### config.mk
export PLATFORM = sky130hd
export DESIGN_NAME = opcode_map_decoder
export DESIGN_NICKNAME = d
export VERILOG_FILES = /design/src/logic/opcode_map_pkg.sv /design/src/logic/decode_if.sv /design/src/logic/opcode_map_table.sv /design/src/logic/opcode_map_decoder.sv
export SDC_FILE = /design/constraint.sdc
export NUM_CORES = 1
export LEC_CHECK = 0
export BUFFER_PORTS_ARGS = -buffer_cell sky130_fd_sc_hd__buf_2
export CORE_ASPECT_RATIO = 0.9
export CORE_MARGIN = 2
export CORE_UTILIZATION = 56
export CTS_CLUSTER_SIZE = 28
export DETAILED_ROUTE_END_ITERATION = 10
export PLACE_DENSITY = 0.81
export SKIP_CTS_REPAIR_TIMING = 1
export SYNTH_ARGS = -nofsm -noshare
export SYNTH_HDL_FRONTEND = slang
export SYNTH_HIERARCHICAL = 1
export SYNTH_SLANG_ARGS = --single-unit
### constraint.sdc
create_clock -name i_ref_clk -period 3.9 [get_ports i_ref_clk]
set_input_delay 0.39 -clock i_ref_clk [delete_from_list [all_inputs] [get_ports i_ref_clk]]
set_output_delay 0.39 -clock i_ref_clk [all_outputs]
set_load 0.03 [all_outputs]
### src/logic/opcode_map_pkg.sv
// Purpose: Shared types and constants for the opcode map decoder.
// Assumes: Opcodes are 8 bits; cycle counts fit in 4 bits.
// Notes: Cycle pairs are given for the two process variants.
package opcode_map_pkg;

    typedef enum logic [3:0] {
        mode_none, mode_inherent, mode_immediate, mode_direct, mode_extended,
        relative_mode, mode_bit_test_branch, mode_bit_set_clear, mode_accumulator,
        mode_index_register, mode_indexed, indexed_short_offset_mode, indexed_long_offset_mode
    } addr_mode_t;

    typedef enum logic [6:0] {
        op_illegal, op_brset, op_brclr, op_bset, op_bclr,
        op_bra, op_brn, op_bhi, op_bls, op_bcc, branch_if_carry_set, op_bne, op_beq,
        op_bhcc, op_bhcs, op_bpl, op_bmi, op_bmc, op_bms, op_bil, op_bih,
        op_neg, ones_complement_op, op_lsr, op_ror, op_asr, op_lsl, op_rol, op_dec,
        op_inc, op_tst, op_clr,
        op_rti, op_rts, op_swi, op_stop, op_wait,
        op_tax, op_clc, op_sec, op_cli, op_sei, op_rsp, op_nop, op_txa,
        op_sub, op_cmp, op_sbc, op_cpx, op_and, op_bit, op_lda, op_sta,
        op_eor, op_adc, op_ora, op_add, op_jmp, op_jsr, op_ldx, op_stx, op_bsr
    } operation_t;

    localparam int OPCODE_W = 8;
    localparam int CYC_W = 4;
    localparam int LEN_W = 2;
    localparam int ADDR_W = 16;
    localparam logic [3:0] DIGIT_REGISTER_MEMORY_FIRST = 4'hA;
    localparam logic [3:0] COL_BTB = 4'h0;
    localparam logic [3:0] COL_BSC = 4'h1;
    localparam logic [3:0] COL_BRANCH = 4'h2;
    localparam logic [3:0] COL_CTRL_A = 4'h8;
    localparam logic [3:0] COL_CTRL_B = 4'h9;
    localparam logic [3:0] ROW_STA = 4'h7;
    localparam logic [3:0] ROW_JMP = 4'hC;
    localparam logic [3:0] ROW_JSR = 4'hD;
    localparam logic [3:0] ROW_STX = 4'hF;
    localparam logic [3:0] ROW_TST = 4'hD;
    localparam logic [CYC_W-1:0] CYC_RTI_HMOS = 4'h9;
    localparam logic [CYC_W-1:0] CYC_RTI_CMOS = 4'h9;
    localparam logic [CYC_W-1:0] CYC_RTS_HMOS = 4'h6;
    localparam logic [CYC_W-1:0] CYC_RTS_CMOS = 4'h6;
    localparam logic [CYC_W-1:0] CYC_SWI_HMOS = 4'hB;
    localparam logic [CYC_W-1:0] CYC_SWI_CMOS = 4'hA;
    localparam logic [CYC_W-1:0] CYC_STOPWAIT_CMOS = 4'h2;

endpackage

### src/logic/decode_if.sv
// Purpose: Carries one opcode to the table lookup and its decoded fields back.
// Assumes: The lookup is purely combinational.
// Notes: A zero HMOS count on a legal opcode marks an opcode that exists only on the CMOS variant.
`timescale 1ns/10ps
`default_nettype none
interface decode_if;
    import opcode_map_pkg::*;
    logic [OPCODE_W-1:0] opcode;
    operation_t op;
    addr_mode_t mode;
    logic [LEN_W-1:0] length;
    logic [CYC_W-1:0] cyc_hmos;
    logic [CYC_W-1:0] cyc_cmos;
    logic illegal;
    modport requester (output opcode, input op, mode, length, cyc_hmos, cyc_cmos, illegal);
    modport table_side (input opcode, output op, mode, length, cyc_hmos, cyc_cmos, illegal);
endinterface
`default_nettype wire

### src/logic/opcode_map_table.sv
// Purpose: Combinational opcode map lookup.
// Assumes: Driven through the table side of the decode interface.
// Notes: Unlisted map squares decode as illegal with zero counts.
`timescale 1ns/10ps
`default_nettype none
module opcode_map_table
    import opcode_map_pkg::*;
(
    decode_if.table_side dec
);

    // One entry worth of result, packed so each map region returns it at once.
    typedef struct packed {
        operation_t op;
        addr_mode_t mode;
        logic [LEN_W-1:0] length;
        logic [CYC_W-1:0] hm;
        logic [CYC_W-1:0] cm;
    } entry_t;

    function automatic entry_t mk(input operation_t op, input addr_mode_t mode,
                                  input logic [LEN_W-1:0] len, input logic [CYC_W-1:0] hm,
                                  input logic [CYC_W-1:0] cm);
        entry_t e;
        e.op = op;
        e.mode = mode;
        e.length = len;
        e.hm = hm;
        e.cm = cm;
        return e;
    endfunction

    function automatic entry_t read_modify_write(input logic [3:0] hi, input logic [3:0] lo);
        operation_t op;
        entry_t e;
        op = op_illegal;
        e = mk(op_illegal, mode_none, 2'h0, 4'h0, 4'h0);
        unique case (lo)
            4'h0: op = op_neg;
            4'h3: op = ones_complement_op;
            4'h4: op = op_lsr;
            4'h6: op = op_ror;
            4'h7: op = op_asr;
            4'h8: op = op_lsl;
            4'h9: op = op_rol;
            4'hA: op = op_dec;
            4'hC: op = op_inc;
            4'hD: op = op_tst;
            4'hF: op = op_clr;
            default: op = op_illegal;
        endcase
        if (op != op_illegal) begin
            // Five columns, five addressing modes for each of these operations.
            unique case (hi)
                4'h3: e = mk(op, mode_direct, 2'h2, 4'h6, 4'h5);
                4'h4: e = mk(op, mode_accumulator, 2'h1, 4'h4, 4'h3);
                4'h5: e = mk(op, mode_index_register, 2'h1, 4'h4, 4'h3);
                4'h6: e = mk(op, indexed_short_offset_mode, 2'h2, 4'h7, 4'h6);
                default: e = mk(op, mode_indexed, 2'h1, 4'h6, 4'h5);
            endcase
            // Test only reads its operand, so the CMOS part saves a cycle in memory forms.
            if (lo == ROW_TST && (hi == 4'h3 || hi == 4'h6 || hi == 4'h7)) begin
                e.cm = 4'(e.cm - 4'h1);
            end
        end
        return e;
    endfunction

    function automatic entry_t register_memory(input logic [3:0] hi, input logic [3:0] lo);
        operation_t op;
        entry_t e;
        logic [CYC_W-1:0] extra;
        op = operation_t'(7'(int'(op_sub) + int'(lo)));
        extra = 4'h0;
        unique case (hi)
            4'hA: e = mk(op, mode_immediate, 2'h2, 4'h2, 4'h2);
            4'hB: e = mk(op, mode_direct, 2'h2, 4'h4, 4'h3);
            4'hC: e = mk(op, mode_extended, 2'h3, 4'h5, 4'h4);
            4'hD: e = mk(op, indexed_long_offset_mode, 2'h3, 4'h6, 4'h5);
            4'hE: e = mk(op, indexed_short_offset_mode, 2'h2, 4'h5, 4'h4);
            default: e = mk(op, mode_indexed, 2'h1, 4'h4, 4'h3);
        endcase
        if (lo == ROW_STA || lo == ROW_STX) begin
            extra = 4'h1;
        end
        if (lo == ROW_JSR) begin
            extra = 4'h3;
        end
        e.hm = 4'(e.hm + extra);
        e.cm = (lo == ROW_JSR) ? 4'(e.cm + 4'h2) : 4'(e.cm + extra);
        if (lo == ROW_JMP) begin
            e.hm = 4'(e.hm - 4'h1);
            e.cm = 4'(e.cm - 4'h1);
        end
        if (hi == 4'hA) begin
            if (lo == ROW_STA || lo == ROW_STX || lo == ROW_JMP) begin
                e = mk(op_illegal, mode_none, 2'h0, 4'h0, 4'h0);
            end else if (lo == ROW_JSR) begin
                e = mk(op_bsr, relative_mode, 2'h2, 4'h8, 4'h6);
            end
        end
        return e;
    endfunction

    function automatic entry_t control(input logic [3:0] hi, input logic [3:0] lo);
        entry_t e;
        e = mk(op_illegal, mode_none, 2'h0, 4'h0, 4'h0);
        if (hi == COL_CTRL_A) begin
            unique case (lo)
                4'h0: e = mk(op_rti, mode_inherent, 2'h1, CYC_RTI_HMOS, CYC_RTI_CMOS);
                4'h1: e = mk(op_rts, mode_inherent, 2'h1, CYC_RTS_HMOS, CYC_RTS_CMOS);
                4'h3: e = mk(op_swi, mode_inherent, 2'h1, CYC_SWI_HMOS, CYC_SWI_CMOS);
                // Low power instructions exist only on the CMOS variant.
                4'hE: e = mk(op_stop, mode_inherent, 2'h1, 4'h0, CYC_STOPWAIT_CMOS);
                4'hF: e = mk(op_wait, mode_inherent, 2'h1, 4'h0, CYC_STOPWAIT_CMOS);
                default: e = mk(op_illegal, mode_none, 2'h0, 4'h0, 4'h0);
            endcase
        end else begin
            unique case (lo)
                4'h7: e = mk(op_tax, mode_inherent, 2'h1, 4'h2, 4'h2);
                4'h8: e = mk(op_clc, mode_inherent, 2'h1, 4'h2, 4'h2);
                4'h9: e = mk(op_sec, mode_inherent, 2'h1, 4'h2, 4'h2);
                4'hA: e = mk(op_cli, mode_inherent, 2'h1, 4'h2, 4'h2);
                4'hB: e = mk(op_sei, mode_inherent, 2'h1, 4'h2, 4'h2);
                4'hC: e = mk(op_rsp, mode_inherent, 2'h1, 4'h2, 4'h2);
                4'hD: e = mk(op_nop, mode_inherent, 2'h1, 4'h2, 4'h2);
                4'hF: e = mk(op_txa, mode_inherent, 2'h1, 4'h2, 4'h2);
                default: e = mk(op_illegal, mode_none, 2'h0, 4'h0, 4'h0);
            endcase
        end
        return e;
    endfunction

    logic [3:0] upper_hex_digit;
    logic [3:0] lower_hex_digit;
    entry_t ent;

    assign upper_hex_digit = dec.opcode[7:4];
    assign lower_hex_digit = dec.opcode[3:0];

    always_comb begin
        ent = mk(op_illegal, mode_none, 2'h0, 4'h0, 4'h0);
        if (upper_hex_digit == COL_BTB) begin
            ent = mk(lower_hex_digit[0] ? op_brclr : op_brset, mode_bit_test_branch, 2'h3, 4'hA,
                     (lower_hex_digit >= 4'hE) ? 4'h7 : 4'h5);
        end else if (upper_hex_digit == COL_BSC) begin
            ent = mk(lower_hex_digit[0] ? op_bclr : op_bset, mode_bit_set_clear, 2'h2, 4'h7, 4'h5);
        end else if (upper_hex_digit == COL_BRANCH) begin
            // Row order of the branch column matches the enum order.
            ent = mk(operation_t'(7'(int'(op_bra) + int'(lower_hex_digit))), relative_mode,
                     2'h2, 4'h4, 4'h3);
        end else if (upper_hex_digit == COL_CTRL_A || upper_hex_digit == COL_CTRL_B) begin
            ent = control(upper_hex_digit, lower_hex_digit);
        end else if (upper_hex_digit >= DIGIT_REGISTER_MEMORY_FIRST) begin
            ent = register_memory(upper_hex_digit, lower_hex_digit);
        end else begin
            ent = read_modify_write(upper_hex_digit, lower_hex_digit);
        end
    end

    assign dec.op = ent.op;
    assign dec.mode = ent.mode;
    assign dec.length = ent.length;
    assign dec.cyc_hmos = ent.hm;
    assign dec.cyc_cmos = ent.cm;
    assign dec.illegal = (ent.op == op_illegal);

endmodule
`default_nettype wire

### src/logic/opcode_map_decoder.sv
// Contract
// - Upper opcode digit picks the map column, lower digit picks the row.
// - Opcode 25 decodes as branch if carry set, relative addressing.
// - Ones complement has five opcodes, each in a different addressing mode.
// - Opcode F0 decodes as subtract with indexed, no offset addressing.
// - Every defined opcode yields length and a cycle count per process variant.
// - Short offset indexed adds one 8-bit offset byte to the index register.
// - Long offset indexed adds a 16-bit offset from two following bytes.
//
// Purpose: Registered opcode decoder with operand address forming for indexed modes.
// Assumes: Fetch logic on the same clock presents opcode and offset bytes with a valid strobe.
// Notes: Results appear one cycle after the strobe and hold until the next strobe.
`timescale 1ns/10ps
`default_nettype none
module opcode_map_decoder
    import opcode_map_pkg::*;
(
    input wire logic i_ref_clk,
    input wire logic i_srst,
    input wire logic i_valid,
    input wire logic [OPCODE_W-1:0] i_opcode,
    input wire logic [7:0] i_index,
    input wire logic [7:0] i_offset_hi,
    input wire logic [7:0] i_offset_lo,
    output logic o_valid,
    output operation_t o_op,
    output addr_mode_t o_mode,
    output logic [LEN_W-1:0] o_length,
    output logic [CYC_W-1:0] o_cyc_hmos,
    output logic [CYC_W-1:0] o_cyc_cmos,
    output logic o_illegal,
    output logic o_cmos_only,
    output logic [ADDR_W-1:0] o_operand_addr
);

    decode_if dec ();

    opcode_map_table u_table (
        .dec(dec)
    );

    logic valid_q, valid_d;
    operation_t op_q, op_d;
    addr_mode_t mode_q, mode_d;
    logic [LEN_W-1:0] length_q, length_d;
    logic [CYC_W-1:0] hm_q, hm_d, cm_q, cm_d;
    logic illegal_q, illegal_d;
    logic cmos_only_q, cmos_only_d;
    logic [ADDR_W-1:0] addr_q, addr_d;

    assign dec.opcode = i_opcode;

    always_comb begin
        valid_d = i_valid;
        op_d = op_q;
        mode_d = mode_q;
        length_d = length_q;
        hm_d = hm_q;
        cm_d = cm_q;
        illegal_d = illegal_q;
        cmos_only_d = cmos_only_q;
        addr_d = addr_q;
        if (i_valid) begin
            op_d = dec.op;
            mode_d = dec.mode;
            length_d = dec.length;
            hm_d = dec.cyc_hmos;
            cm_d = dec.cyc_cmos;
            // Illegal codes carry zero counts so sequencing cannot run them by accident.
            illegal_d = dec.illegal;
            cmos_only_d = !dec.illegal && dec.cyc_hmos == 4'h0;
            unique case (dec.mode)
                indexed_short_offset_mode: addr_d = ADDR_W'({8'h00, i_index} + {8'h00, i_offset_lo});
                indexed_long_offset_mode: addr_d = ADDR_W'({8'h00, i_index} + {i_offset_hi, i_offset_lo});
                mode_indexed: addr_d = {8'h00, i_index};
                default: addr_d = 16'h0000;
            endcase
        end
    end

    always_ff @(posedge i_ref_clk) begin
        if (i_srst) begin
            valid_q <= 1'b0;
            op_q <= op_illegal;
            mode_q <= mode_none;
            length_q <= 2'h0;
            hm_q <= 4'h0;
            cm_q <= 4'h0;
            illegal_q <= 1'b0;
            cmos_only_q <= 1'b0;
            addr_q <= 16'h0000;
        end else begin
            valid_q <= valid_d;
            op_q <= op_d;
            mode_q <= mode_d;
            length_q <= length_d;
            hm_q <= hm_d;
            cm_q <= cm_d;
            illegal_q <= illegal_d;
            cmos_only_q <= cmos_only_d;
            addr_q <= addr_d;
        end
    end

    assign o_valid = valid_q;
    assign o_op = op_q;
    assign o_mode = mode_q;
    assign o_length = length_q;
    assign o_cyc_hmos = hm_q;
    assign o_cyc_cmos = cm_q;
    assign o_illegal = illegal_q;
    assign o_cmos_only = cmos_only_q;
    assign o_operand_addr = addr_q;

endmodule
`default_nettype wire

After elaboration in Yosys (flattened, before gate mapping)
Memory sizes are Yosys's and may differ from the RTL's.
Cells that the tools add are included.
- add/subtract/negate cells: 10
- magnitude comparators: 2
- equal/unequal tests: 24
- reduce and logical (&&, ||, !) cells: 13
- mux-type cells: 43
- operators with widths (operator ; count):
    $mux 21 ; 21
    $pmux 20 s5 ; 1
    $pmux 14 s5 ; 1
    $eq 4x4->1 const B ; 14
    $pmux 14 s4 ; 1
    $pmux 16 s3 ; 1
    $mux 7 ; 5
    $mux 4 ; 7
    $eq 4x3->1 const B ; 5
    $add 8x16->16 ; 1
    $eq 4x2->1 const B ; 3
    $logic_not 4->1 ; 3
    $sub 4x1->4 const B ; 3
    $add 8x8->9 ; 1
    $add 4x4->4 ; 2
    $eq 4x1->1 const B ; 2
    $ge 4x4->1 const B ; 2
    $mux 8 ; 1
    $add 6x4->7 const A ; 1
    $logic_not 7->1 ; 1
    $reduce_bool 7->1 ; 1
    $mux 2 ; 3
    $add 3x4->5 const A ; 1
    $logic_or 1x1->1 ; 5
    5 further kinds ; 6
- bits of input ports: 35
- memories: 2
- output and inout bits: 40
- word-level logic and storage cells: 103
- memory bits (read-only): 224
- register bits after elaboration: 40
- memory list (name ; words ; bits a word ; read ports ; clocked after Yosys merged registers in ; write ports ; line ; RTL):
    (name not given) ; 16 ; 9 ; 1 ; 0 ; 0 ; opcode_map_table.sv:119 ; unique case (lo)
    (name not given) ; 16 ; 5 ; 1 ; 0 ; 0 ; opcode_map_table.sv:38 ; unique case (lo)

Depth between registers and ports, before layout
- depth after elaboration: 24
- mapped depth: 18
- gate-level depth less buffers: 17

Cells and area by module
Netlist, hierarchy kept.
- modules (own cells, without submodules) (module ; sequential area each (um^2) ; cells each ; times used ; area each (um^2)):
    opcode_map_decoder ; 800.8 ; 216 ; 1 ; 1936.9
    opcode_map_table ; 0.0 ; 266 ; 1 ; 1762.9

Worst setup path after synthesis
OpenSTA, ideal clock, no wires.
- path type: input-to-reg
- from: input i_opcode[1]
- to: register cm_q[2], in the netlist o_cyc_cmos[2]
- library setup time: 0.128 ns
- stages: 18
- path buffers: 1
- path slack: 0.806 ns
- data arrival time: 2.967 ns
- required time: 3.772 ns
- path through: inv_1 -> ha_1 -> clkbuf_1 -> a21oi_1 -> nor2_1 -> ha_1 -> inv_1 -> fa_1 -> nand2_1 -> o21ai_0 -> ha_1 -> nand2_1 -> xnor2_1 -> nor3_1 -> a211oi_1 -> o31a_1 -> mux2i_1 -> nor2_1
- word-level cells in the longest chain between the ends: 21
- elaborated cells between the ends (all ways): 41
- classes of those cells: 2 x add/sub; 7 x eq/ne; 26 x mux; 5 x reduce/logical; 1 x memory
- ends and longest elaborated chain (item ; line ; RTL):
    start: declaration ; opcode_map_decoder.sv:21 ; input wire logic [OPCODE_W-1:0] i_opcode,
    $eq 4x3->1 or $eq 4x4->1 (tied branches) ; opcode_map_table.sv:83, opcode_map_table.sv:96, opcode_map_table.sv:109 ;
    $logic_or 1x1->1 ; opcode_map_table.sv:83, opcode_map_table.sv:96 ;
    $mux 1 ; opcode_map_table.sv:83 ; if (lo == ROW_STA || lo == ROW_STX) begin
    $mux 2 ; opcode_map_table.sv:86 ; if (lo == ROW_JSR) begin
    $mux 4 ; opcode_map_table.sv:154 ; end else if (upper_hex_digit >= DIGIT_REGISTER_MEMORY_FIRST) begin
    $mux 4 ; opcode_map_table.sv:152 ; end else if (upper_hex_digit == COL_CTRL_A || upper_hex_digit == COL_CTRL_B) begin
    $mux 4 ; opcode_map_table.sv:148 ; end else if (upper_hex_digit == COL_BRANCH) begin
    $mux 4 ; opcode_map_table.sv:146 ; end else if (upper_hex_digit == COL_BSC) begin
    [... 6 more ...] ; -- ;
    $mux 21 ; opcode_map_table.sv:96 ; if (lo == ROW_STA || lo == ROW_STX || lo == ROW_JMP) begin
    $mux 21 ; opcode_map_table.sv:95 ; if (hi == 4'hA) begin
    $mux 21 ; opcode_map_table.sv:154 ;
    $mux 21 * ; opcode_map_table.sv:152 ;
    $mux 21 * ; opcode_map_table.sv:148 ;
    $mux 21 * ; opcode_map_table.sv:146 ;
    $mux 21 * ; opcode_map_table.sv:143 ; if (upper_hex_digit == COL_BTB) begin
    via dec.cyc_cmos[2] ; decode_if.sv:13 ; logic [CYC_W-1:0] cyc_cmos;
    end signal: assignment ; opcode_map_decoder.sv:98 ; cm_q <= cm_d;
    end: declaration ; opcode_map_decoder.sv:46 ; logic [CYC_W-1:0] hm_q, hm_d, cm_q, cm_d;
Mark *: on every way through the listed nets, which the timed path passes. The rest lies on a longest branch. The select of a mux whose other input is x is not followed.
A chain may end at the register's enable or synchronous reset.

Final worst setup path
- from: input i_opcode[1]
- to: register cmos_only_q, in the netlist o_cmos_only
- word-level cells in the longest chain between the ends: 22
- elaborated cells between the ends (all ways): 56
- classes of those cells: 4 x add/sub; 7 x eq/ne; 35 x mux; 8 x reduce/logical; 2 x memory
- ends and longest elaborated chain (item ; line ; RTL):
    $eq 4x3->1 or $eq 4x4->1 (tied branches) ; opcode_map_table.sv:83, opcode_map_table.sv:96, opcode_map_table.sv:109 ;
    $logic_or 1x1->1 ; opcode_map_table.sv:83, opcode_map_table.sv:96 ;
    $mux 1 ; opcode_map_table.sv:83 ;
    $mux 2 ; opcode_map_table.sv:86 ;
    $mux 4 ; opcode_map_table.sv:154 ;
    $mux 4 ; opcode_map_table.sv:152 ;
    $mux 4 ; opcode_map_table.sv:148 ;
    $mux 4 ; opcode_map_table.sv:146 ;
    [... 7 more ...] ; -- ;
    $mux 21 ; opcode_map_table.sv:154 ;
    $mux 21 * ; opcode_map_table.sv:152 ;
    $mux 21 * ; opcode_map_table.sv:148 ;
    $mux 21 * ; opcode_map_table.sv:146 ;
    $mux 21 * ; opcode_map_table.sv:143 ;
    via dec.cyc_hmos[1] ; decode_if.sv:12 ; logic [CYC_W-1:0] cyc_hmos;
    $logic_not 4->1 * ; opcode_map_decoder.sv:71 ; cmos_only_d = !dec.illegal && dec.cyc_hmos == 4'h0;
    $logic_and 1x1->1 * ; opcode_map_decoder.sv:71 ;
    end signal: assignment ; opcode_map_decoder.sv:100 ; cmos_only_q <= cmos_only_d;
    end: declaration ; opcode_map_decoder.sv:48 ; logic cmos_only_q, cmos_only_d;
Marked as above.

==> tab_implementation.tex <==
\begin{tabular}{lr}
\hline
Metric & Value \\
\hline
\multicolumn{2}{l}{\textbf{Status}} \\
Status & completed \\
\multicolumn{2}{l}{\textbf{Logic synthesis}} \\
Share of the synthesized area in the top cell type & 0.216 \\
Biggest area consumer among synthesized cells & sky130\_fd\_sc\_hd\_\_dfxtp\_1 \\
Register area share after synthesis & 0.216 \\
Average size of a mapped cell & 7.68 um2 \\
Proportion of synthesized flip-flops having asynchronous set or reset & 0 \\
Predominant post-synthesis flop cell & sky130\_fd\_sc\_hd\_\_dfxtp\_1 \\
Leading cell types by count after synthesis & 50 x sky130\_fd\_sc\_hd\_\_nand2\_1, 48 x sky130\_fd\_sc\_hd\_\_nor2\_1, 40 x sky130\_fd\_sc\_hd\_\_dfxtp\_1 \\
Post-Synthesis Cell Area & 3700 um2 \\
Post-synthesis instance total & 482 \\
Library cells used by synthesis & 76 \\
Count of warnings emitted by yosys & 6 \\
Synthesized flop and latch total & 40 \\
Cell types with the largest area share after synthesis & sky130\_fd\_sc\_hd\_\_dfxtp\_1 22\%, sky130\_fd\_sc\_hd\_\_ha\_1 7.8\%, sky130\_fd\_sc\_hd\_\_mux2i\_1 7.6\%, sky130\_fd\_sc\_hd\_\_a21oi\_1 5.3\%, sky130\_fd\_sc\_hd\_\_nand2\_1 5.1\% \\
Most frequently used cell type in the post-synthesis netlist & sky130\_fd\_sc\_hd\_\_nand2\_1 \\
Number of flops mapped to enable cells by yosys & 0 \\
Synthesized netlist net count & 543 \\
\multicolumn{2}{l}{\textbf{Route}} \\
Final routed wirelength across all metal layers & 10,700 um \\
Drt initial violations & 410 \\
Drc violations & 0 \\
Final routed wire length divided by cell count & 17.0 um \\
Overall via count from detail\_route & 3,944 \\
Drt via density & 6.25 \\
Post-DRT Antenna Nets & 0 \\
First-pass iteration count of the detailed router & 5 \\
\multicolumn{2}{l}{\textbf{Die}} \\
Initial standard-cell utilization of the core & 0.571 \\
Die area & 7270 um2 \\
Floorplan die height & 81.1 um \\
Std cell rows & 28 \\
Width of the chip & 89.7 um \\
Standard cell core area & 6480 um2 \\
Count of pins on the block boundary & 75 \\
\multicolumn{2}{l}{\textbf{Pwr}} \\
Power dissipated by switching net loads & 0.000435 W \\
Combinational Power Share & 0.352 \\
Internal power consumption & 0.000775 W \\
Overall power & 0.00121 W \\
Sw frac & 0.360 \\
Clock network power share & 0.288 \\
Leakage power summed over all cells & 1.90 nW \\
Sequential fraction of design power & 0.360 \\
Cell area power density & 287 nW/um2 \\
Worst IR Drop VDD & 0.255 mV \\
\multicolumn{2}{l}{\textbf{Placed design}} \\
Inst Count DP & 623 \\
DP HPWL & 8190 um \\
Final RePlAce weighted congestion & 1.02 \\
Port-buffer cells & 74 \\
\multicolumn{2}{l}{\textbf{CTS}} \\
Number of clock buffers inserted by TritonCTS & 5 \\
Clock latency reported for the late side of the worst-skew pair & 290 ps \\
Clock tree from TritonCTS & yes \\
Number of levels in the clock H-tree & 2 \\
Clock Tree Root & sky130\_fd\_sc\_hd\_\_clkbuf\_8 \\
Clock-pin slew on the worst setup and hold paths & 80 ps \\
CTS sink count & 40 \\
Clock Path Buffers & 2 \\
\multicolumn{2}{l}{\textbf{Timing}} \\
Final Hold Violating Endpoints & 0 \\
Final count of pins violating max slew & 0 \\
Worst setup skew after layout & 0 ps \\
Upper clock frequency limit & 306 MHz \\
Summed negative setup slack over all endpoints & 0 ps \\
Total of endpoints with negative setup slack in the final report & 0 \\
Share of the clock period used by the worst path & 0.838 \\
Worst rel slew slack & 0.455 \\
Measured slew at the worst slew-check pin & 815 ps \\
Shortest clock period the worst path allows after layout & 3270 ps \\
Setup repair after global routing missed its margin & false \\
\multicolumn{2}{l}{\textbf{Finish}} \\
Share of cells above drive strength 1 & 0.190 \\
Total Nets Final & 601 \\
Post-layout instance count excluding filler cells & 631 \\
Number of antenna cells inserted & 0 \\
Relative area change from synthesis to final layout & 13.8\% \\
\multicolumn{2}{l}{\textbf{Run}} \\
Number of maximum-capacitance constraint violations & 0 \\
\multicolumn{2}{l}{\textbf{Global routing}} \\
Antenna violations before repair & 0 \\
Busiest metal layer after global routing & met1 \\
Pin count of the biggest net entering global routing & 32 \\
Via count of the first global-routing pass & 3,363 \\
First-pass GRT wire length & 16,900 um \\
Global-route track usage on met1 & 0.441 \\
Total routing resource utilization after global routing & 0.293 \\
Met3 usage & 0.0589 \\
Global route overflow & 0 \\
Met2 capacity usage during global routing & 0.429 \\
\multicolumn{2}{l}{\textbf{Critical path}} \\
Minimum setup slack among reg-to-reg paths & 3080 ps \\
Critical path data arrival time & 3490 ps \\
Endpoint required time on the critical path & 4130 ps \\
Kind of launch point of the worst setup path & input pin \\
Beginning of the worst register-to-register path & o\_operand\_addr[7] \\
R2r endpoint & o\_operand\_addr[7] \\
Setup crit end kind & flop \\
Reg2Reg Depth & 3 \\
Type of the worst setup path & input pin to flop \\
Highest net fanout along the worst path & 12 \\
\multicolumn{2}{l}{\textbf{Hold path}} \\
Start point of the worst hold path & i\_offset\_hi[7] \\
Instance count along the most critical hold path & 3 \\
Endpoint, Worst Hold & o\_operand\_addr[15] \\
Worst hold-check path type & input pin to flop \\
\hline
\end{tabular}
worst max-delay path by stage:
stage                startpoint                 to  slack (ps)  cells after the start
floorplan           i_opcode[1]      o_cyc_cmos[2]         810                     18
global placement    i_opcode[1]        o_cmos_only         440                     15
detailed placement  i_opcode[1]        o_cmos_only         370                     15
CTS                 i_opcode[1]        o_cmos_only         670                     15
global route        i_opcode[1]  o_operand_addr[8]         370                     12
finish              i_opcode[1]        o_cmos_only         630                     15
through the flow:
| stage | instance area, um2 | setup slack, ps | hold WS (ps) | util |
|---|---|---|---|---|
| global placement | 4090 | 440 | 432 | 0.631 |
| CTS | 4210 | 668 | 368 | 0.649 |
| finish | 4210 | 631 | 367 | 0.649 |
| detailed placement | 4090 | 368 | 436 | 0.631 |
| global route | 4210 | 366 | 377 | 0.649 |
| floorplan | 3700 | 806 | 547 | - |
cell usage in the layout, fill, tap and decap left out, types with 3 or more instances in the layout:
master,n
sky130_fd_sc_hd__a211oi_1,3
sky130_fd_sc_hd__a21o_1,6
sky130_fd_sc_hd__a21oi_1,39
sky130_fd_sc_hd__a221oi_1,3
sky130_fd_sc_hd__a22o_1,3
sky130_fd_sc_hd__a22oi_1,4
sky130_fd_sc_hd__a31oi_1,8
sky130_fd_sc_hd__and2_1,3
sky130_fd_sc_hd__and3_1,5
sky130_fd_sc_hd__buf_2,74
sky130_fd_sc_hd__buf_4,7
sky130_fd_sc_hd__clkbuf_8,5
sky130_fd_sc_hd__dfxtp_1,40
sky130_fd_sc_hd__fa_1,3
sky130_fd_sc_hd__ha_1,23
sky130_fd_sc_hd__inv_1,14
sky130_fd_sc_hd__mux2i_1,28
sky130_fd_sc_hd__nand2_1,50
sky130_fd_sc_hd__nand2b_1,6
sky130_fd_sc_hd__nand3_1,11
sky130_fd_sc_hd__nor2_1,48
sky130_fd_sc_hd__nor2b_1,7
sky130_fd_sc_hd__nor3_1,12
sky130_fd_sc_hd__o211ai_1,11
sky130_fd_sc_hd__o21a_1,5
sky130_fd_sc_hd__o21ai_0,26
sky130_fd_sc_hd__o21ai_1,4
sky130_fd_sc_hd__o22ai_1,9
sky130_fd_sc_hd__or3_1,4
sky130_fd_sc_hd__xnor2_1,13
sky130_fd_sc_hd__xor2_1,11
kinds of logic after synthesis:
family / after synthesis / share of synthesized area
xor+xnor: 24 / 0.0568
buf+inv: 46 / 0.0561
mux: 30 / 0.0879
compound gates: 147 / 0.264
fa+ha+maj: 26 / 0.0940
simple gates: 168 / 0.224
flops: 40 / 0.216
other cells: 1 / 0.00101
worst max-delay path: stages:
cell	delay [ps]
sky130_fd_sc_hd__buf_2	160
sky130_fd_sc_hd__inv_1	120
sky130_fd_sc_hd__ha_1	350
sky130_fd_sc_hd__nand3_2	150
sky130_fd_sc_hd__clkinv_1	280
sky130_fd_sc_hd__fa_1	670
sky130_fd_sc_hd__inv_1	50
sky130_fd_sc_hd__ha_1	260
sky130_fd_sc_hd__nor2_1	40
sky130_fd_sc_hd__a21oi_1	180
sky130_fd_sc_hd__nor4_1	90
sky130_fd_sc_hd__a311o_1	370
sky130_fd_sc_hd__nor2_1	110
sky130_fd_sc_hd__nand3_1	80
sky130_fd_sc_hd__a21oi_1	160
state kept, by name, summed over array words and instances, names as in the netlist:
| register | flops |
|---|---|
| o_operand_addr | 16 |
| o_op | 7 |
| o_valid | 1 |
| o_mode | 4 |
| o_illegal | 1 |
| o_cyc_cmos | 4 |
| o_length | 2 |
| o_cmos_only | 1 |
| o_cyc_hmos | 4 |
power groups by stage:
stage	logic, W	registers [W]	clock network, W
floorplan	0.000266	0.000483	0
global placement	0.000409	0.000445	0
detailed placement	0.000416	0.000446	0
CTS	0.000417	0.000436	0.000351
global route	0.000462	0.000438	0.000369
finish	0.000426	0.000436	0.000348
per-layer routing:
metal / routed length [um] / vias up
li1: - / 1886
met4: 172 / 0
met5: 0 / -
met3: 915 / 25
met1: 4900 / 1844
met2: 4720 / 189
area by class of cell:
type	instances	area, um2
fill	588	2270
clock buffer	5	68.8
sequential	40	801
multi-input combinational	396	2690
inverter	16	65.1
tap	90	113
clock inverter	3	47.5
timing repair buffer	81	423
(Power assumes the default switching activity.)
